`config.mk`:
```
export PLATFORM = sky130hd
export DESIGN_NAME = sgc_engine
export DESIGN_NICKNAME = d
export VERILOG_FILES = /design/src/verilog/sgc_pkg.sv /design/src/verilog/sgc_engine.sv
export SDC_FILE = /design/constraint.sdc
export NUM_CORES = 1
export LEC_CHECK = 0
export BUFFER_PORTS_ARGS = -buffer_cell sky130_fd_sc_hd__buf_2
export CAP_MARGIN = 25
export CORE_ASPECT_RATIO = 1.5
export CORE_MARGIN = 3
export CORE_UTILIZATION = 40
export CTS_CLUSTER_DIAMETER = 120
export DETAILED_ROUTE_END_ITERATION = 16
export PLACE_DENSITY_LB_ADDON = 0.3
export SLEW_MARGIN = 15
export SYNTH_ARGS = -nofsm -noshare
export SYNTH_HDL_FRONTEND = slang
export SYNTH_SLANG_ARGS = --single-unit
```
`constraint.sdc`:
```
create_clock -name clock -period 5.9 [get_ports clock]
set_input_delay 1.18 -clock clock [delete_from_list [all_inputs] [get_ports clock]]
set_output_delay 1.18 -clock clock [all_outputs]
set_load 0.02 [all_outputs]
```
`src/verilog/sgc_pkg.sv`:
```
// Shared constants and types for the signal engine command decoder
package sgc_pkg;
  // Command field positions
  localparam int OP_HI = 15;
  localparam int OP_LO = 11;
  localparam int ARG_HI = 10;

  // Major opcodes
  localparam logic [4:0] OP_LOAD_VCTRL = 5'h00;
  localparam logic [4:0] OP_LOAD_LOOP  = 5'h06;
  localparam logic [4:0] OP_LOAD_EBASE = 5'h07;
  localparam logic [4:0] OP_ST_OVF     = 5'h09;
  localparam logic [4:0] OP_ST_FIRST   = 5'h0A;
  localparam logic [4:0] OP_ST_SECOND  = 5'h0B;
  localparam logic [4:0] OP_ST_THIRD   = 5'h0C;
  localparam logic [4:0] OP_ST_ACC     = 5'h0D;
  localparam logic [4:0] OP_ST_LOOP    = 5'h0E;
  localparam logic [4:0] OP_EXEC       = 5'h10;
  localparam logic [4:0] OP_HALT       = 5'h19;
  localparam logic [4:0] OP_NOP        = 5'h1A;
  localparam logic [4:0] OP_ST_FLO     = 5'h1C;
  localparam logic [4:0] OP_ST_FHI     = 5'h1D;

  // Execute-class functions
  localparam logic [10:0] FN_ADV_FIRST  = 11'h459;
  localparam logic [10:0] FN_ADV_SECOND = 11'h45B;
  localparam logic [10:0] FN_ADV_THIRD  = 11'h45D;
  localparam logic [10:0] FN_RET_FIRST  = 11'h52D;
  localparam logic [10:0] FN_RET_SECOND = 11'h52F;
  localparam logic [10:0] FN_RET_THIRD  = 11'h531;
  localparam logic [10:0] FN_ST_EXT_ACC = 11'h536;
  localparam logic [10:0] FN_LOOP_BR    = 11'h56C;
  localparam logic [10:0] FN_DEBUG_TRAP = 11'h7FE;

  // Vector pointer layout: addr[15:0], incr[19:16], wrap[24:20]
  localparam int PTR_INCR_LO = 16;
  localparam int PTR_WRAP_LO = 20;
  // Loop register layout: count[15:0], target[31:16]
  localparam int LOOP_TGT_LO = 16;

  localparam logic [15:0] RESET_PC = 16'h0000;

  // Memory request carried to RAM
  typedef struct packed {
    logic        req;
    logic        wr;
    logic        dbl;
    logic [15:0] addr;
    logic [31:0] wdata;
  } sgc_mem_req_t;

  // Termination / trap events
  typedef struct packed {
    logic halted;
    logic nmi;
    logic undef;
  } sgc_evt_t;
endpackage

```
`src/verilog/sgc_engine.sv`:
```
// Command decoder and executor of the signal engine
// Overview of operation
// - Opcode 00000 loads vector control register from aligned double word.
// - Opcode 00110 loads the loop register from aligned double word.
// - Opcode 00111 loads the external base register from aligned double word.
// - Opcode 01010 stores the whole first pointer as a double word.
// - Opcodes 11100 and 11101 store first pointer low or high half word.
// - Opcodes 01011 and 01100 store second and third pointers.
// - Opcode 01101 stores accumulator bits 15..30 as a complex pair.
// - Function 536 stores imaginary acc bits 0..30 shifted left at third vector.
// - Opcode 01110 stores the loop register as a double word.
// - Opcode 01001 stores the overflow register, then clears it.
// - Functions 459/45B/45D advance a pointer one element with wrap.
// - Functions 52D/52F/531 move a pointer back one element with wrap.
// - Opcode 11010 does nothing and moves to the next command.
// - Opcode 11001 halts the list and signals the CPU core.
// - Loop branch decrements count, jumps to target if nonzero.
// - Debug trap function sets the undefined-command flag.
// - None of these commands alter the accumulator.
// - Reserved encodings end the list, request NMI, set undefined flag.
// - Element address keeps base bits above wrap, offset modulo wrap.
`timescale 1ns/1ps
module sgc_engine (
  input  wire logic               clock,       // Module clock
  input  wire logic               resetn,      // Async reset, active low
  input  wire logic               start,       // Begin list at start_addr
  input  wire logic [15:0]        start_addr,  // First command address
  input  wire logic [33:0]        acc_re,      // Accumulator real part
  input  wire logic [33:0]        acc_im,      // Accumulator imaginary part
  input  wire logic [15:0]        ovf_in,      // Overflow register value
  output logic                    ovf_clear,   // Clear overflow register pulse
  output sgc_pkg::sgc_mem_req_t   mem_req,     // RAM request
  input  wire logic [31:0]        mem_rdata,   // RAM read data, next cycle
  output logic [31:0]             vctrl,       // Vector control register
  output logic [31:0]             loop_reg,    // Loop register
  output logic [31:0]             ext_base,    // External base register
  output logic [31:0]             ptr_first,   // First vector pointer
  output logic [31:0]             ptr_second,  // Second vector pointer
  output logic [31:0]             ptr_third,   // Third vector pointer
  output logic                    busy,        // List running
  output sgc_pkg::sgc_evt_t       evt          // Halt/NMI/undefined flags
);
  // Sequencer states
  typedef enum logic [2:0] {SGC_IDLE, SGC_FETCH, SGC_DECODE, SGC_LOAD, SGC_STORE} sgc_state_t;

  // Registered state and next values

  sgc_state_t            state;
  sgc_state_t            next_state;
  logic [15:0]           pc;
  logic [15:0]           next_pc;
  logic [15:0]           cmd;
  logic [15:0]           next_cmd;
  sgc_pkg::sgc_mem_req_t next_mem_req;
  logic [31:0]           next_vctrl;
  logic [31:0]           next_loop_reg;
  logic [31:0]           next_ext_base;
  logic [31:0]           next_ptr_first;
  logic [31:0]           next_ptr_second;
  logic [31:0]           next_ptr_third;
  logic                  next_busy;
  logic                  next_ovf_clear;
  sgc_pkg::sgc_evt_t     next_evt;
  logic [4:0]            op;
  logic [10:0]           fn;
  logic [15:0]           arg_addr;
  logic [15:0]           loop_cnt_dec;

  // Cyclic element step: base kept above wrap bits, offset modulo 2^wrap
  function automatic logic [31:0] step_ptr(input logic [31:0] p, input logic back);
    logic [15:0] a;
    logic [15:0] inc;
    logic [15:0] msk;
    logic [15:0] sum;
    a   = p[15:0];
    inc = 16'h0001 << p[sgc_pkg::PTR_INCR_LO +: 4];
    msk = (p[sgc_pkg::PTR_WRAP_LO +: 5] >= 5'd16) ? 16'hFFFF
          : 16'((17'h0_0001 << p[sgc_pkg::PTR_WRAP_LO +: 5]) - 17'h0_0001);
    sum = back ? 16'(a - inc) : 16'(a + inc);
    step_ptr = {p[31:16], (a & ~msk) | (sum & msk)};
  endfunction

  // Fields of the held command
  assign op           = cmd[sgc_pkg::OP_HI:sgc_pkg::OP_LO];
  assign fn           = cmd[sgc_pkg::ARG_HI:0];
  assign arg_addr     = {5'h00, cmd[sgc_pkg::ARG_HI:0]};
  assign loop_cnt_dec = 16'(loop_reg[15:0] - 16'h0001);

  // Sequencer, decode and execute
  always_comb begin
    next_state      = state;
    next_pc         = pc;
    next_cmd        = cmd;
    next_mem_req    = '0;
    next_vctrl      = vctrl;
    next_loop_reg   = loop_reg;
    next_ext_base   = ext_base;
    next_ptr_first  = ptr_first;
    next_ptr_second = ptr_second;
    next_ptr_third  = ptr_third;
    next_busy       = busy;
    next_ovf_clear  = 1'b0;
    next_evt        = '0;
    case (state)
      // Wait for a start request
      SGC_IDLE: begin
        if (start) begin
          next_pc    = start_addr;
          next_busy  = 1'b1;
          next_state = SGC_FETCH;
        end
      end
      // Read the next command word
      SGC_FETCH: begin
        next_mem_req.req  = 1'b1;
        next_mem_req.addr = pc;
        next_pc           = 16'(pc + 16'h0001);
        next_state        = SGC_DECODE;
      end
      // Command word stands on the read bus this cycle
      SGC_DECODE: begin
        next_cmd   = mem_rdata[15:0];
        next_state = SGC_FETCH;
        case (mem_rdata[15:11])
          sgc_pkg::OP_LOAD_VCTRL, sgc_pkg::OP_LOAD_LOOP, sgc_pkg::OP_LOAD_EBASE: begin
            next_mem_req.req  = 1'b1;
            next_mem_req.dbl  = 1'b1;
            next_mem_req.addr = {5'h00, mem_rdata[10:1], 1'b0};
            next_state        = SGC_LOAD;
          end
          // Plain advance to the next command
          sgc_pkg::OP_NOP: begin
            next_state = SGC_FETCH;
          end
          // End of list, made visible to the CPU core
          sgc_pkg::OP_HALT: begin
            next_busy       = 1'b0;
            next_evt.halted = 1'b1;
            next_state      = SGC_IDLE;
          end
          sgc_pkg::OP_ST_OVF, sgc_pkg::OP_ST_FIRST, sgc_pkg::OP_ST_SECOND, sgc_pkg::OP_ST_THIRD,
          sgc_pkg::OP_ST_ACC, sgc_pkg::OP_ST_LOOP, sgc_pkg::OP_ST_FLO, sgc_pkg::OP_ST_FHI: begin
            // Register stores write in the following cycle
            next_state = SGC_STORE;
          end
          // Execute class, function in the low eleven bits
          sgc_pkg::OP_EXEC: begin
            case (mem_rdata[10:0])
              // Pointer advance by one element
              sgc_pkg::FN_ADV_FIRST: begin
                next_ptr_first  = step_ptr(ptr_first, 1'b0);
              end
              sgc_pkg::FN_ADV_SECOND: begin
                next_ptr_second = step_ptr(ptr_second, 1'b0);
              end
              sgc_pkg::FN_ADV_THIRD: begin
                next_ptr_third  = step_ptr(ptr_third, 1'b0);
              end
              // Pointer retreat by one element
              sgc_pkg::FN_RET_FIRST: begin
                next_ptr_first  = step_ptr(ptr_first, 1'b1);
              end
              sgc_pkg::FN_RET_SECOND: begin
                next_ptr_second = step_ptr(ptr_second, 1'b1);
              end
              sgc_pkg::FN_RET_THIRD: begin
                next_ptr_third  = step_ptr(ptr_third, 1'b1);
              end
              // Extended accumulator store runs as a store cycle
              sgc_pkg::FN_ST_EXT_ACC: begin
                next_state = SGC_STORE;
              end
              // Count down, jump back while the count stays nonzero
              sgc_pkg::FN_LOOP_BR: begin
                next_loop_reg[15:0] = loop_cnt_dec;
                if (loop_cnt_dec != 16'h0000) begin
                  next_pc = loop_reg[sgc_pkg::LOOP_TGT_LO +: 16];
                end
              end
              // Breakpoint flags but keeps the list running
              sgc_pkg::FN_DEBUG_TRAP: begin
                next_evt.undef = 1'b1;
              end
              // Reserved function ends the list
              default: begin
                next_evt.undef = 1'b1;
                next_evt.nmi   = 1'b1;
                next_busy      = 1'b0;
                next_state     = SGC_IDLE;
              end
            endcase
          end
          // Reserved major opcode ends the list
          default: begin
            next_evt.undef = 1'b1;
            next_evt.nmi   = 1'b1;
            next_busy      = 1'b0;
            next_state     = SGC_IDLE;
          end
        endcase
      end
      // Loaded double word stands on the read bus this cycle
      SGC_LOAD: begin
        next_state = SGC_FETCH;
        case (op)
          sgc_pkg::OP_LOAD_VCTRL: begin
            next_vctrl    = mem_rdata;
          end
          sgc_pkg::OP_LOAD_LOOP: begin
            next_loop_reg = mem_rdata;
          end
          default: begin
            next_ext_base = mem_rdata;
          end
        endcase
      end
      SGC_STORE: begin
        // Accumulator is only read here, never written
        next_state        = SGC_FETCH;
        next_mem_req.req  = 1'b1;
        next_mem_req.wr   = 1'b1;
        next_mem_req.dbl  = 1'b1;
        next_mem_req.addr = {arg_addr[15:1], 1'b0};
        case (op)
          // Whole double word stores
          sgc_pkg::OP_ST_FIRST: begin
            next_mem_req.wdata = ptr_first;
          end
          sgc_pkg::OP_ST_SECOND: begin
            next_mem_req.wdata = ptr_second;
          end
          sgc_pkg::OP_ST_THIRD: begin
            next_mem_req.wdata = ptr_third;
          end
          sgc_pkg::OP_ST_LOOP: begin
            next_mem_req.wdata = loop_reg;
          end
          // Complex pair, imaginary in the upper word
          sgc_pkg::OP_ST_ACC: begin
            next_mem_req.wdata = {acc_im[30:15], acc_re[30:15]};
          end
          // Half pointer stores, one word each
          sgc_pkg::OP_ST_FLO, sgc_pkg::OP_ST_FHI: begin
            next_mem_req.dbl   = 1'b0;
            next_mem_req.addr  = arg_addr;
            next_mem_req.wdata = {16'h0000, (op == sgc_pkg::OP_ST_FHI) ? ptr_first[31:16] : ptr_first[15:0]};
          end
          // Overflow word store with clear pulse
          sgc_pkg::OP_ST_OVF: begin
            next_mem_req.dbl   = 1'b0;
            next_mem_req.addr  = arg_addr;
            next_mem_req.wdata = {16'h0000, ovf_in};
            next_ovf_clear     = 1'b1;
          end
          // Extended accumulator at the third pointer, bit 0 zero
          default: begin
            next_mem_req.addr  = ptr_third[15:0];
            next_mem_req.wdata = {acc_im[30:0], 1'b0};
          end
        endcase
      end
      // Unused state codes fall back to idle
      default: begin
        next_state = SGC_IDLE;
      end
    endcase
  end

  // State registers
  always_ff @(posedge clock or negedge resetn) begin
    if (!resetn) begin
      state      <= SGC_IDLE;
      pc         <= sgc_pkg::RESET_PC;
      cmd        <= 16'h0000;
      mem_req    <= '0;
      vctrl      <= 32'h0000_0000;
      loop_reg   <= 32'h0000_0000;
      ext_base   <= 32'h0000_0000;
      ptr_first  <= 32'h0000_0000;
      ptr_second <= 32'h0000_0000;
      ptr_third  <= 32'h0000_0000;
      busy       <= 1'b0;
      ovf_clear  <= 1'b0;
      evt        <= '0;
    end else begin
      state      <= next_state;
      pc         <= next_pc;
      cmd        <= next_cmd;
      mem_req    <= next_mem_req;
      vctrl      <= next_vctrl;
      loop_reg   <= next_loop_reg;
      ext_base   <= next_ext_base;
      ptr_first  <= next_ptr_first;
      ptr_second <= next_ptr_second;
      ptr_third  <= next_ptr_third;
      busy       <= next_busy;
      ovf_clear  <= next_ovf_clear;
      evt        <= next_evt;
    end
  end
endmodule

```
==> impl_metrics.py <==
metrics = {
    "critical_path": {
        "r2r-end": "pc[7]",
        "startpoint": "loop_reg[1]",
        "timing.rr.start": "loop_reg[1]",
        "reg2reg_slack_ps": 2520,
        "rr_worst_depth": 8,
        "endpoint": "pc[7]",
        "arrival_ps": 3690,
        "cp-end-kind": "register",
        "cp-start-kind": "register",
        "criticalPathCategory": "register to register",
        "critical_path_required_ps": 6210,
        "crit_path_max_fanout": 16,
    },
    "yosys": {
        "synth_edf_count": 0,
        "ys_seq_area_share_pct": 49.64,
        "avgSynthCellArea_um2": 10.51,
        "synth_warnings": 0,
        "synth-compound-area-share_pct": 12.48,
        "syn_area_um2": 9428,
        "synthCells": 897,
        "ys_types": 64,
        "synth-xor-area-share_pct": 0.8361,
        "synth_top_family_by_area": "simple AND/OR/NAND/NOR gates",
        "synth_ff_type": "dfrtp_1",
        "synthSimpleGateAreaFrac_pct": 13.70,
        "synth-seq-cells": 187,
        "async_reset_ff_share_pct": 100.0,
        "synthAdderAreaFrac_pct": 0.3981,
        "synthMuxAreaShare_pct": 12.29,
    },
    "cts": {
        "clk_pin_slew_ps": 70,
        "clk_latency_ps": 430,
        "h-tree-depth": 4,
        "clkSinkCount": 187,
        "cts_made_buffers": 17,
        "clockRootBuffer": "clkbuf_16",
        "cts_tree": "done",
        "cts_setup_buffers": 0,
        "cts_resized": 0,
        "cts.path.max_buffers": 2,
        "cts_hold_buffers": 0,
    },
    "routing": {
        "drt-met1-wl_um": 10290,
        "met2_length_um": 14860,
        "first_pass_iters": 6,
        "drc": 0,
        "routed_wirelength_um": 28150,
        "vias": 7723,
        "vias_per_cell": 5.261,
        "drt_iter0_drc": 638,
        "ant_nets": 0,
        "wl_per_cell_um": 19.17,
        "met3_length_um": 2063,
        "highest_layer": "met5",
    },
    "floorplan": {
        "io_pins": 383,
        "initial_utilization_pct": 40.74,
        "die_h_um": 194.0,
        "dieArea_um2": 25490,
        "core_area_um2": 23140,
        "core.rowCount": 68,
        "die_width_um": 131.4,
    },
    "power": {
        "power.internal_w": 0.003352,
        "p_switching_w": 0.002500,
        "clkPwrFrac_pct": 18.2,
        "comb_power_share_pct": 44.5,
        "pwr-share-seq_pct": 37.4,
        "peakVddDrop_mv": 0.2757,
        "power_density_nw_per_um2": 520.3,
        "p_sw_share_pct": 42.72,
        "p_leak_nw": 5.550,
    },
    "final_layout": {
        "drive_gt1_share_pct": 37.24,
        "mostFrequentLayoutCells": "buf_2, dfrtp_1, mux2_2",
        "final_core_util_pct": 48.59,
        "syn2layout_area_growth_pct": 19.28,
        "final_common_cell": "buf_2",
        "regMostFlops": "mem_req",
        "largest_reg_flops": 51,
        "nets": 1277,
    },
    "sta": {
        "tightest_slew_ps": 978.3,
        "fin_crit_sh_pct": 57.30,
        "fmax_mhz": 295.8,
        "clock_skew_ps": 10.79,
        "hold_viol_final": 0,
        "holdWs_ps": 465.0,
        "period_needed_ps": 3381,
        "fin_tns_setup_ps": 0,
        "rsz0062_at_grt": "no",
        "slew_headroom_pct": 34.71,
        "maxSlewViolCount": 0,
        "setup_viol_count_final": 0,
    },
    "grt": {
        "grt_overflow_total": 0,
        "grt.total_usage_pct": 21.84,
        "grt_max_degree": 102,
        "grt_pass1_vias": 7687,
        "antenna_found_initial": 3,
        "grt_pass1_wl_um": 44080,
    },
    "placement": {
        "port-buffer-count": 265,
        "place.gp.congestion": 0.8801,
        "hpwl_um": 20570,
    },
    "outcome": {
        "status": "completed",
    },
    "min_path": {
        "hold_path.class": "register to register",
        "hold_depth": 2,
    },
    "run": {
        "cap_violations": 0,
    },
}
-- critical path, stage by stage, from the launching register on --
cell and delay [ps]:
dfrtp_1 510, inv_1 160, ha_1 260, nor2b_1 390, nand2_1 190, xnor2_1 200
a311oi_2 820, nor2_2 360, mux2_2 360
-- metrics by stage --
step	worst slack [ps]	std cells	area, um2	power (W)
after floorplan	3234	992	9784	0.003935
after global placement	2169	1433	10680	0.004767
after detailed placement	2169	1434	10690	0.004819
after CTS	2452	1466	11230	0.005900
after global routing	2319	1468	11250	0.006243
final	2519	1468	11250	0.005851
-- final cells by class --
type	instances	area, um2
inverters	9	33.78
clock buffers	23	478.0
diodes	1	2.502
well taps	315	394.1
repair buffers	280	1451
fillers	2223	11900
flip-flops and latches	187	4679
multi-input cells	644	4141
clock inverters	9	65.06
-- per-layer routing --
| metal | vias to the layer above | track usage [%] |
|---|---|---|
| li1 | 3483 | - |
| met1 | 3802 | 24.25 |
| met2 | 374 | 39.87 |
| met3 | 60 | 5.530 |
| met4 | 4 | 8.641 |
| met5 | - | 0 |
-- synth_stat cells, types with 7 or more instances --
| cell | number | share of area, % |
|---|---|---|
| o21ai_0 | 35 | 1.9 |
| nor3_1 | 18 | 0.96 |
| mux2_2 | 102 | 12 |
| nand4_1 | 8 | 0.53 |
| a21oi_1 | 19 | 1.0 |
| clkbuf_1 | 34 | 1.4 |
| a222oi_1 | 18 | 1.9 |
| o2bb2ai_1 | 10 | 0.93 |
| buf_4 | 100 | 8.0 |
| dfrtp_1 | 187 | 50 |
| and2_1 | 7 | 0.46 |
| nand3_1 | 15 | 0.80 |
| a31oi_1 | 12 | 0.80 |
| a22oi_1 | 34 | 2.7 |
| inv_1 | 9 | 0.36 |
| nor2_1 | 74 | 2.9 |
| buf_2 | 12 | 0.64 |
| nand2_1 | 97 | 3.9 |
| o22ai_1 | 8 | 0.53 |
| nand2b_1 | 7 | 0.46 |
-- power by group through the flow --
stage	clock network [W]	logic, W	registers (W)
after detailed placement	0	0.00261	0.00221
final	0.00106	0.00260	0.00219
after global placement	0	0.00258	0.00219
after global routing	0.00114	0.00284	0.00226
after CTS	0.00109	0.00262	0.00219
after floorplan	0	0.00143	0.00250
-- kinds of logic (layout without fill, tap and decap cells) --
| family | after synthesis | after routing |
|---|---|---|
| AND/OR/NAND/NOR | 267 | 267 |
| flip-flops | 187 | 187 |
| AO/OA/AOI/OAI | 166 | 166 |
| buffers and inverters | 161 | 321 |
| multiplexers | 103 | 103 |
| XOR/XNOR | 9 | 9 |
| adder cells (fa/ha/maj) | 3 | 3 |
| other | 1 | 97 |
-- worst min-delay path by stage --
stage / from / end / slack (ps)
final: cmd[3] / mem_req[35] / 460
after global routing: cmd[3] / mem_req[35] / 490
after CTS: cmd[3] / mem_req[35] / 470
after detailed placement: cmd[3] / mem_req[35] / 460
after global placement: cmd[2] / mem_req[34] / 450
after floorplan: cmd[1] / mem_req[33] / 440
Note: power is estimated with default switching activity, not from simulation.
